### src/verilog/sadma_cfg.svh
/*
  Offsets, field positions, reset values and source codes of the channel.
  Assumes it is included once per compile unit by its bare name.
*/
`ifndef SADMA_CFG_SVH
`define SADMA_CFG_SVH

// register offsets, byte addresses on the register port
`define SADMA_OFS_MEM_ADDR 8'h00
`define SADMA_OFS_PERIPH_LOW 8'h04
`define SADMA_OFS_COUNTER 8'h08
`define SADMA_OFS_CONTROL 8'h0C
`define SADMA_OFS_IRQ_STATUS 8'h10
`define SADMA_OFS_IRQ_MASK 8'h14

// channel_control field positions
`define SADMA_CTL_ENABLE_BIT 0
`define SADMA_CTL_MODE_BIT 1
`define SADMA_CTL_SIZE_BIT 2
`define SADMA_CTL_DIR_BIT 3
`define SADMA_CTL_SRC_LSB 4
`define SADMA_CTL_SRC_MSB 6

// interrupt status and mask bit positions
`define SADMA_IRQ_DONE_BIT 0
`define SADMA_IRQ_OVERRUN_BIT 1

// request source codes
`define SADMA_SRC_TIMER0 3'h0
`define SADMA_SRC_TIMER1 3'h1
`define SADMA_SRC_TIMER2 3'h2
`define SADMA_SRC_TIMER3 3'h3
`define SADMA_SRC_TX_EMPTY 3'h4
`define SADMA_SRC_RX_FULL 3'h5
`define SADMA_SRC_EXT 3'h6

// reset values
`define SADMA_RST_MEM_ADDR 24'h000000
`define SADMA_RST_PERIPH_LOW 8'h00
`define SADMA_RST_COUNTER 16'h0000
`define SADMA_RST_CONTROL 7'h00
`define SADMA_RST_IRQ 2'h0

// fixed upper part of the peripheral address
`define SADMA_PERIPH_HIGH 16'hFFFF

`endif

### src/verilog/sadma_pkg.sv
/*
  Types of the short-address DMA channel: sequencer states, control
  word layout and the transfer command handed to the system bus.
  Assumes sadma_cfg.svh for the field positions it mirrors.
*/
package sadma_pkg;

  typedef enum logic [0:0] {
    SADMA_ST_IDLE,
    SADMA_ST_WAIT
  } sadma_state_t;

  // bit order matches the channel_control field positions
  typedef struct packed {
    logic [2:0] source;
    logic address_direction_select;
    logic transfer_size_select;
    logic repeat_mode;
    logic channel_enable;
  } sadma_ctrl_t;

  typedef struct packed {
    logic [23:0] src_addr;
    logic [23:0] dst_addr;
    logic word;
  } sadma_cmd_t;

endpackage
### src/verilog/sadma_channel.sv
/*
  One short-address DMA channel in idle mode or repeat mode, with its
  register port, request selection, bus command and interrupt.
  Assumes timer and serial requests are one-cycle pulses on clk_sys,
  the external request is an asynchronous pin, and the system bus
  answers each command with a one-cycle xfer_done.
*/
// Behaviour
// - idle: one unit per request, then stop
// - mode chosen per channel by own bit
// - receive-full moves peripheral to memory
// - peripheral address ones above register byte
// - idle mode holds both addresses fixed
// - idle count reaches zero: disable, interrupt
// - idle start count zero means 65536
// - timers 0-3, serial, external start transfers
// - repeat restores address and count, continues
// - repeat working count reloads from initial
// - repeat address steps, rewinds by count
// - repeat runs until disabled, resumes state
// - repeat mode raises no done interrupt, only overrun
// - repeat count eight bits, max 255
`timescale 1ns/1ps

`include "sadma_cfg.svh"

module sadma_channel
  import sadma_pkg::*;
(
  input wire logic clk_sys,
  input wire logic reset_n,
  input wire logic [7:0] reg_addr,
  input wire logic [31:0] reg_wdata,
  input wire logic reg_write,
  input wire logic reg_read,
  output logic [31:0] reg_rdata,
  input wire logic [3:0] timer_match_req,
  input wire logic serial_tx_empty_req,
  input wire logic serial_rx_full_req,
  input wire logic ext_req_pin,
  output logic xfer_valid,
  output sadma_cmd_t xfer_cmd,
  input wire logic xfer_done,
  output logic irq
);

  // picks the selected request line out of all sources
  function automatic logic source_hit(
    input logic [2:0] sel,
    input logic [6:0] lines
  );
    logic hit;
    hit = 1'b0;
    if (sel <= `SADMA_SRC_EXT) begin
      hit = lines[sel];
    end
    return hit;
  endfunction

  // register decode for the write strobes; the read path has its own case
  function automatic logic at_offset(
    input logic [7:0] addr,
    input logic [7:0] ofs
  );
    return addr == ofs;
  endfunction

  logic [23:0] memory_address_reg;
  logic [23:0] memory_address_next;
  logic [7:0] peripheral_address_low_reg;
  logic [15:0] transfer_counter_reg;
  logic [15:0] transfer_counter_next;
  sadma_ctrl_t control_reg;
  logic [1:0] irq_status_reg;
  logic [1:0] irq_mask_reg;
  logic [31:0] rdata_reg;
  sadma_state_t state_reg;
  sadma_cmd_t cmd_reg;
  logic [2:0] ext_sync_reg;

  logic wr_mem;
  logic wr_periph;
  logic wr_counter;
  logic wr_control;
  logic wr_status;
  logic wr_mask;
  logic [6:0] req_lines;
  logic req_hit;
  logic accept;
  logic overrun;
  logic complete;
  logic rx_dir;
  logic [23:0] periph_addr;
  logic [23:0] step;
  logic [23:0] mar_stepped;
  logic [23:0] rewind;
  logic [23:0] mar_reloaded;
  logic [7:0] work_count;
  logic [7:0] init_count;
  logic idle_last;
  logic repeat_last;
  logic idle_finish;
  logic [1:0] irq_set;

  assign wr_mem = reg_write && at_offset(reg_addr, `SADMA_OFS_MEM_ADDR);
  assign wr_periph = reg_write && at_offset(reg_addr, `SADMA_OFS_PERIPH_LOW);
  assign wr_counter = reg_write && at_offset(reg_addr, `SADMA_OFS_COUNTER);
  assign wr_control = reg_write && at_offset(reg_addr, `SADMA_OFS_CONTROL);
  assign wr_status = reg_write && at_offset(reg_addr, `SADMA_OFS_IRQ_STATUS);
  assign wr_mask = reg_write && at_offset(reg_addr, `SADMA_OFS_IRQ_MASK);

  // external request pin: two-flop synchroniser, then edge detect
  always_ff @(posedge clk_sys) begin
    if (!reset_n) begin
      ext_sync_reg <= 3'h0;
    end else begin
      ext_sync_reg <= {ext_sync_reg[1:0], ext_req_pin};
    end
  end

  assign req_lines = {
    ext_sync_reg[1] && !ext_sync_reg[2],
    serial_rx_full_req,
    serial_tx_empty_req,
    timer_match_req
  };

  assign req_hit = source_hit(control_reg.source, req_lines);

  assign accept = control_reg.channel_enable && req_hit &&
                  (state_reg == SADMA_ST_IDLE);

  // a request that lands while a transfer is still on the bus is lost
  assign overrun = control_reg.channel_enable && req_hit &&
                   (state_reg == SADMA_ST_WAIT);

  assign complete = (state_reg == SADMA_ST_WAIT) && xfer_done;

  assign rx_dir = control_reg.source == `SADMA_SRC_RX_FULL;

  assign periph_addr = {`SADMA_PERIPH_HIGH, peripheral_address_low_reg};

  // sequencer: one bus command per accepted request
  always_ff @(posedge clk_sys) begin
    if (!reset_n) begin
      state_reg <= SADMA_ST_IDLE;
    end else begin
      unique case (state_reg)
        SADMA_ST_IDLE: begin
          if (accept) begin
            state_reg <= SADMA_ST_WAIT;
          end
        end
        SADMA_ST_WAIT: begin
          if (xfer_done) begin
            state_reg <= SADMA_ST_IDLE;
          end
        end
      endcase
    end
  end

  always_ff @(posedge clk_sys) begin
    if (!reset_n) begin
      cmd_reg <= '0;
    end else if (accept) begin
      cmd_reg.word <= control_reg.transfer_size_select;
      if (rx_dir) begin
        cmd_reg.src_addr <= periph_addr;
        cmd_reg.dst_addr <= memory_address_reg;
      end else begin
        cmd_reg.src_addr <= memory_address_reg;
        cmd_reg.dst_addr <= periph_addr;
      end
    end
  end

  assign xfer_valid = state_reg == SADMA_ST_WAIT;
  assign xfer_cmd = cmd_reg;

  // address arithmetic for repeat mode
  assign step = control_reg.transfer_size_select ? 24'h000002 : 24'h000001;
  assign mar_stepped = control_reg.address_direction_select ?
                       memory_address_reg - step :
                       memory_address_reg + step;
  assign init_count = transfer_counter_reg[7:0];
  assign work_count = transfer_counter_reg[15:8];
  assign rewind = control_reg.transfer_size_select ?
                  {15'h0000, init_count, 1'b0} :
                  {16'h0000, init_count};
  assign mar_reloaded = control_reg.address_direction_select ?
                        mar_stepped + rewind :
                        mar_stepped - rewind;

  assign idle_last = transfer_counter_reg == 16'h0001;
  assign repeat_last = work_count == 8'h01;
  assign idle_finish = complete && !control_reg.repeat_mode && idle_last;

  always_comb begin
    memory_address_next = memory_address_reg;
    transfer_counter_next = transfer_counter_reg;
    if (complete) begin
      if (control_reg.repeat_mode) begin
        if (repeat_last) begin
          memory_address_next = mar_reloaded;
          transfer_counter_next = {init_count, init_count};
        end else begin
          memory_address_next = mar_stepped;
          transfer_counter_next = {work_count - 8'h01, init_count};
        end
      end else begin
        // zero start wraps through FFFF, giving the full 65536
        transfer_counter_next = transfer_counter_reg - 16'h0001;
        memory_address_next = memory_address_reg;
      end
    end else if (wr_counter) begin
      transfer_counter_next = reg_wdata[15:0];
    end else if (wr_mem) begin
      memory_address_next = reg_wdata[23:0];
    end
    if (complete && wr_counter) begin
      transfer_counter_next = transfer_counter_next;
    end
  end

  always_ff @(posedge clk_sys) begin
    if (!reset_n) begin
      memory_address_reg <= `SADMA_RST_MEM_ADDR;
    end else begin
      memory_address_reg <= memory_address_next;
    end
  end

  always_ff @(posedge clk_sys) begin
    if (!reset_n) begin
      transfer_counter_reg <= `SADMA_RST_COUNTER;
    end else begin
      transfer_counter_reg <= transfer_counter_next;
    end
  end

  always_ff @(posedge clk_sys) begin
    if (!reset_n) begin
      peripheral_address_low_reg <= `SADMA_RST_PERIPH_LOW;
    end else if (wr_periph) begin
      peripheral_address_low_reg <= reg_wdata[7:0];
    end
  end

  // control: software writes, hardware clears enable at idle end
  always_ff @(posedge clk_sys) begin
    if (!reset_n) begin
      control_reg <= `SADMA_RST_CONTROL;
    end else begin
      if (wr_control) begin
        control_reg <= reg_wdata[`SADMA_CTL_SRC_MSB:0];
      end
      if (idle_finish) begin
        control_reg.channel_enable <= 1'b0;
      end
    end
  end

  // repeat mode raises no done event
  assign irq_set = {overrun, idle_finish};

  always_ff @(posedge clk_sys) begin
    if (!reset_n) begin
      irq_status_reg <= `SADMA_RST_IRQ;
    end else if (wr_status) begin
      irq_status_reg <= (irq_status_reg & ~reg_wdata[1:0]) | irq_set;
    end else begin
      irq_status_reg <= irq_status_reg | irq_set;
    end
  end

  always_ff @(posedge clk_sys) begin
    if (!reset_n) begin
      irq_mask_reg <= `SADMA_RST_IRQ;
    end else if (wr_mask) begin
      irq_mask_reg <= reg_wdata[1:0];
    end
  end

  assign irq = |(irq_status_reg & irq_mask_reg);

  // read data stands only in the cycle after the strobe
  always_ff @(posedge clk_sys) begin
    if (!reset_n) begin
      rdata_reg <= 32'h00000000;
    end else if (!reg_read) begin
      rdata_reg <= 32'h00000000;
    end else begin
      unique case (reg_addr)
        `SADMA_OFS_MEM_ADDR: rdata_reg <= {8'h00, memory_address_reg};
        `SADMA_OFS_PERIPH_LOW: rdata_reg <= {24'h000000, peripheral_address_low_reg};
        `SADMA_OFS_COUNTER: rdata_reg <= {16'h0000, transfer_counter_reg};
        `SADMA_OFS_CONTROL: rdata_reg <= {25'h0000000, control_reg};
        `SADMA_OFS_IRQ_STATUS: rdata_reg <= {30'h00000000, irq_status_reg};
        `SADMA_OFS_IRQ_MASK: rdata_reg <= {30'h00000000, irq_mask_reg};
        default: rdata_reg <= 32'h00000000;
      endcase
    end
  end

  assign reg_rdata = rdata_reg;

endmodule

### config.mk
export PLATFORM = sky130hd
export DESIGN_NAME = sadma_channel
export DESIGN_NICKNAME = d
export VERILOG_FILES = /design/src/verilog/sadma_pkg.sv /design/src/verilog/sadma_channel.sv
export VERILOG_INCLUDE_DIRS = /design/src /design/src/verilog
export SDC_FILE = /design/constraint.sdc
export NUM_CORES = 1
export LEC_CHECK = 0
export CORE_MARGIN = 4
export CORE_UTILIZATION = 50
export CTS_CLUSTER_SIZE = 25
export DETAILED_ROUTE_END_ITERATION = 7
export DONT_BUFFER_PORTS = 1
export HOLD_SLACK_MARGIN = 0.03
export MAX_ROUTING_LAYER = met4
export PLACE_DENSITY = 0.68
export SLEW_MARGIN = 25
export SYNTH_ARGS = -nofsm -noshare
export SYNTH_HDL_FRONTEND = slang
export SYNTH_SLANG_ARGS = --single-unit
### constraint.sdc
create_clock -name clk_sys -period 4.6 [get_ports clk_sys]
set_input_delay 0.46 -clock clk_sys [delete_from_list [all_inputs] [get_ports clk_sys]]
set_output_delay 0.46 -clock clk_sys [all_outputs]
set_load 0.02 [all_outputs]
Yosys cells after proc, flatten, opt, wreduce, memory -nomap -nowiden
Index checks and enable logic that the tools add are counted.
{"block": "classes", "bitwise": 7, "n_mux": 22, "n_eq_ne": 11, "n_lt_le_gt_ge": 2, "reduce_logical": 23, "n_addsub": 6}
{"op": "$mux 24", "n": 7}
{"op": "$pmux 24 s6", "n": 1}
{"op": "$mux 16", "n": 4}
{"op": "$mux 48", "n": 1}
{"op": "$add 24x2->24", "n": 1}
{"op": "$add 24x9->24", "n": 1}
{"op": "$sub 24x2->24", "n": 1}
{"op": "$sub 24x9->24", "n": 1}
{"op": "$eq 16x1->1 const B", "n": 1}
{"op": "$eq 8x4->1 const B", "n": 2}
{"op": "$eq 8x5->1 const B", "n": 2}
{"op": "$sub 16x1->16 const B", "n": 1}
{"op": "$logic_and 1x1->1", "n": 13}
{"op": "$mux 9", "n": 1}
{"op": "$eq 8x1->1 const B", "n": 1}
{"op": "$eq 8x3->1 const B", "n": 1}
{"op": "$logic_not 8->1", "n": 1}
{"op": "$sub 8x1->8 const B", "n": 1}
{"op": "$and 2x2->2", "n": 2}
{"op": "$lt 3x4->1 const B", "n": 1}
{"op": "$mux 1", "n": 4}
{"op": "$mux 2", "n": 2}
{"op": "$ne 2x2->1 const B", "n": 2}
{"op": "$or 2x2->2", "n": 2}
{"op": "other kinds (12)", "n": 17}
{"block": "word_totals", "regBits": 144, "out_inout_bits": 83}

Depth between registers and ports, before layout
{"block": "depth", "ltp_word": 9, "ltp_mapped": 25, "mapped_depth_nobuf": 24}

Worst setup path after synthesis
No wires, ideal clock.
{"block": "synth_timing", "path_type": "register to register", "from": "register control_reg[3] in the netlist's numbering", "to": "register memory_address_reg[23]", "period_less_slack_ns": 4.977, "setup_time_ns": 0.117, "stages_incl_launch_ff": 25, "required_time_ns": 4.483, "setup_slack_ns": -0.377, "arrival_ns": 4.859, "path_cell_list": "dfxtp_1 -> clkbuf_1 -> nand2_1 -> inv_1 -> ha_1 -> nor2b_4 -> o31a_1 -> o31a_1 -> a31oi_4 -> o21bai_1 -> a21o_1 -> a21o_1 -> a21oi_2 -> xnor2_1 -> ha_1 -> a21oi_1 -> o21ai_0 -> or3_1 -> o211ai_2 -> a31oi_1 -> o41ai_1 -> nor3_2 -> xor2_1 -> mux2i_1 -> o21ai_1"}
{"block": "synth_between", "elab_chain_cells": 6, "elab_cells_between_ends": 7}
{"element": "start: declaration", "line": "sadma_channel.sv:73", "source": "sadma_ctrl_t control_reg;"}
{"element": "start signal: assignment", "line": "sadma_channel.sv:253", "source": "control_reg <= `SADMA_RST_CONTROL;"}
{"element": "start signal: assignment", "line": "sadma_channel.sv:256", "source": "control_reg <= reg_wdata[`SADMA_CTL_SRC_MSB:0];"}
{"element": "$mux 24", "line": "sadma_channel.sv:183", "source": "assign mar_stepped = control_reg.address_direction_select ?"}
{"element": "$sub 24x9->24 or $add 24x9->24 (tied branches)", "line": "sadma_channel.sv:193, sadma_channel.sv:192"}
{"element": "$mux 24", "line": "sadma_channel.sv:191", "source": "assign mar_reloaded = control_reg.address_direction_select ?"}
{"element": "$mux 24 *", "line": "sadma_channel.sv:204", "source": "if (repeat_last) begin"}
{"element": "$mux 24 *", "line": "sadma_channel.sv:203", "source": "if (control_reg.repeat_mode) begin"}
{"element": "$mux 24 *", "line": "sadma_channel.sv:202", "source": "if (complete) begin"}
{"element": "end signal: assignment", "line": "sadma_channel.sv:228", "source": "memory_address_reg <= `SADMA_RST_MEM_ADDR;"}
{"element": "end signal: assignment", "line": "sadma_channel.sv:230", "source": "memory_address_reg <= memory_address_next;"}
{"element": "end: declaration", "line": "sadma_channel.sv:68", "source": "logic [23:0] memory_address_reg;"}
Every way passes the cells marked *; elsewhere a longest branch is shown, timed or not. The select of a mux whose other input is x is not followed.
A chain may end at the register's enable or synchronous reset.

Final worst setup path
{"block": "layout_timing", "from": "register control_reg[2] in the netlist's numbering", "to": "register memory_address_reg[23]"}
{"block": "layout_between", "elab_chain_cells": 8, "elab_cells_between_ends": 11}
{"element": "$mux 2", "line": "sadma_channel.sv:182", "source": "assign step = control_reg.transfer_size_select ? 24'h000002 : 24'h000001;"}
{"element": "$add 24x2->24 or $sub 24x2->24 (tied branches)", "line": "sadma_channel.sv:185, sadma_channel.sv:184"}
{"element": "$mux 24", "line": "sadma_channel.sv:183"}
{"element": "$sub 24x9->24 or $add 24x9->24 (tied branches)", "line": "sadma_channel.sv:193, sadma_channel.sv:192"}
{"element": "$mux 24", "line": "sadma_channel.sv:191"}
{"element": "$mux 24 *", "line": "sadma_channel.sv:204"}
{"element": "$mux 24 *", "line": "sadma_channel.sv:203"}
{"element": "$mux 24 *", "line": "sadma_channel.sv:202"}
Marked as above.

==> out/qor.csv <==
metric;value;unit
most frequent cells in the layout;194 x nor2_1, 134 x dfxtp_1, 105 x nand2_1;
GPL Wtd Cong;0.951;
number of synthesis warnings;0;
FF/Latch Area;2730;um2
Peak Freq;0.221;GHz
largest net degree at the start of global routing;97;
clk slew on worst S/H paths;0.06;ns
sequential area share after synthesis;30.5;%
Congestion Overflow GR;0;
Post-synth EDFFs;0;
setup_tns;0;ns
dominant synthesized flop cell;dfxtp_1;
peak per-stage delay on the critical path;0.33;ns
final wirelength;27000;um
TritonCTS Buffers;17;
CP Max Fanout;4;
Setup crit end kind;register;
Arrival @ worst endpoint;4.86;ns
Syn Area/Cell;7.76;um2
DP HPWL;20100;um
ANT cells;0;
status;completed;
P&R area growth vs syn;14.4;%
Die ar.;20100;um2
slowest CP cell;o31a_1;
via count;8657;
Worst Path Buf+Inv;3;
RSZ-0062 raised after global routing;true;
area of the multi-input gates;5970;um2
Critical Path Source;control_reg[2]$_SDFFE_PN0P_;
Initial Utilization;51.3;%
Worst VDD drop;0.000261;V
maxcap violations;0;
static leakage;4.01;nW
Vias/cell;6.17;
most common cell after layout, fill and taps aside;nor2_1;
Synth top area share;30.5;%
Hold Fails Final Rpt;0;
Cell Area, Synth;8930;um2
layout cells sized above 1;14.9;%
drt drc;0;
CTS tree;yes;
final setup vio count;0;
Tmin final;4.52;ns
top post-synthesis cells by area;dfxtp_1 31%, nor2_1 8.2%, ha_1 7.4%, nand2_1 4.5%, a211oi_1 4.2%;
Largest register FFs;49;
Setup WS pre-CTS;-0.0689;ns
Die X;142;um
Num Clock Sinks;136;
hold path startpoint;reset_n;
vias in the first global route;7916;
die extent in y;142;um
total track usage;26.9;%
clock latency at the later pin of the worst-skew pair;0.41;ns
IO Count;135;
CP required;4.94;ns
PwrDens;251;nW/um2
initial antenna violation count;0;
crit-path leading delay family;compound AO/OA/AOI/OAI gates;
clock skew;0.00881;ns
Startpoint Class;register;
H-tree lvl count;4;
FF+latch count, synth;136;
router iterations before antenna repair;6;
CTS max path bufs;2;
Non-Filler Instances;1402;
r2r startpoint;control_reg[2]$_SDFFE_PN0P_;
area leader, netlist;dfxtp_1;
fillers;1620;
dpl cells;1363;
cells after synthesis;1151;
Final nets;1273;
hold crit path type;input port to register;
Synth async-reset ratio;0;%
WS Path Type;register to register;
Setup WS post-layout;0.0763;ns
port bufs;0;
wire per inst;19.3;um
first-pass GRT wire length;42700;um
worst slew pin tran;0.967;ns
Starting DRT DRC Count;1000;
FP Rows;48;
library cells used by synthesis;76;
core footprint;17400;um2
final worst-path cycle share;98.3;%
Antenna Nets Post-Route;0;
Reg2Reg Setup Slack;0.08;ns
final slew viol count;0;
Worst slew margin;35.6;%
clock root cell;clkbuf_16;
## cells by family after synthesis
kind of cell | count (synthesis) | share of synthesized area, %
AO/OA/AOI/OAI | 340 | 26.4
other | 1 | 0.0420
XOR/XNOR | 39 | 3.83
multiplexers | 38 | 4.54
flip-flops | 136 | 30.5
buffers and inverters | 116 | 5.33
adder cells (fa/ha/maj) | 55 | 7.88
AND/OR/NAND/NOR | 426 | 21.4
## cells in the mapped netlist, drive strengths merged (7+ instances only)
cell type and n:
a21oi 66, a211oi 50, nor3b 7, xnor2 25, a31oi 17, and2 15, dfxtp 136, nand3 20
or3 11, nor4 7, nor2 197, ha 53, nand2 106, a21o 15, and3 8, mux2i 27
mux2 10, nor2b 11, o21ai 65, buf 22, nor3 29, a311oi 19, inv 31, xor2 14
a22oi 16, o211ai 22, clkbuf 62
## worst register-to-register path, stage by stage, from the launching register on
cell      delay (ns)
dfxtp_2         0.32
inv_2           0.07
nand2_2         0.06
inv_2           0.06
ha_4            0.18
nor2b_4         0.12
o31a_1          0.28
o31a_1          0.33
a31oi_4         0.22
o21bai_1        0.09
a21o_1          0.20
a21o_1          0.17
a21oi_2         0.16
xnor2_2         0.11
ha_2            0.21
a21oi_2         0.18
o21ai_2         0.08
or3_1           0.33
o211ai_2        0.16
buf_4           0.14
a31oi_4         0.10
o2111a_1        0.28
nor3_2          0.20
xor2_1          0.17
mux2i_1         0.09
o21ai_1         0.13
## timing repair
action | CTS | global route
setup buffers | 2 | 7
setup endpoints to repair | 2 | 8
hold buffers | 0 | 0
resized for setup | 12 | 39
pin swaps | 7 | 35
## per-layer routing
metal  part of all wire (%)  up-vias  GRT usage (%)
met5                      0        -              -
met4                    1.4        0           6.67
met3                    9.8       29           5.86
met2                     44      387           39.7
met1                     44     4041           37.6
li1                       -     4200              -
## report_power, final
| part | switching [mW] | internal, mW |
|---|---|---|
| logic | 0.0463 | 0.0229 |
| clock network | 0.507 | 0.804 |
| registers | 0.00248 | 1.18 |
| total | 0.556 | 2.01 |
## stage by stage
step	power [mW]	util, %	hold slack, ns	cell area [um2]
finish	2.56	58.6	0.177	10200
global route	2.64	58.6	0.158	10200
CTS	2.57	57.4	0.158	10000
detailed placement	1.27	53.9	0.428	9380
global placement	1.27	53.8	0.415	9370
floorplan	1.27	-	0.412	8960
## final cells by class
type / count / area share, %
multi-input combinational: 906 / 58.4
sequential: 136 / 26.7
inverter: 32 / 1.18
timing repair buffer: 73 / 5.38
tap: 225 / 2.76
clock buffer: 18 / 4.30
clock inverter: 12 / 1.25
## worst paths after layout
kind | endpoint | cells after the start
worst max-delay path | memory_address_reg[23]$_SDFFE_PN0P_ | 25
worst min register to register | ext_sync_reg[1]$_SDFF_PN0_ | 1
worst min-delay path | ext_sync_reg[0]$_SDFF_PN0_ | 1
worst max register to register | memory_address_reg[23]$_SDFFE_PN0P_ | 25
Power figures use the tool's default switching activity.
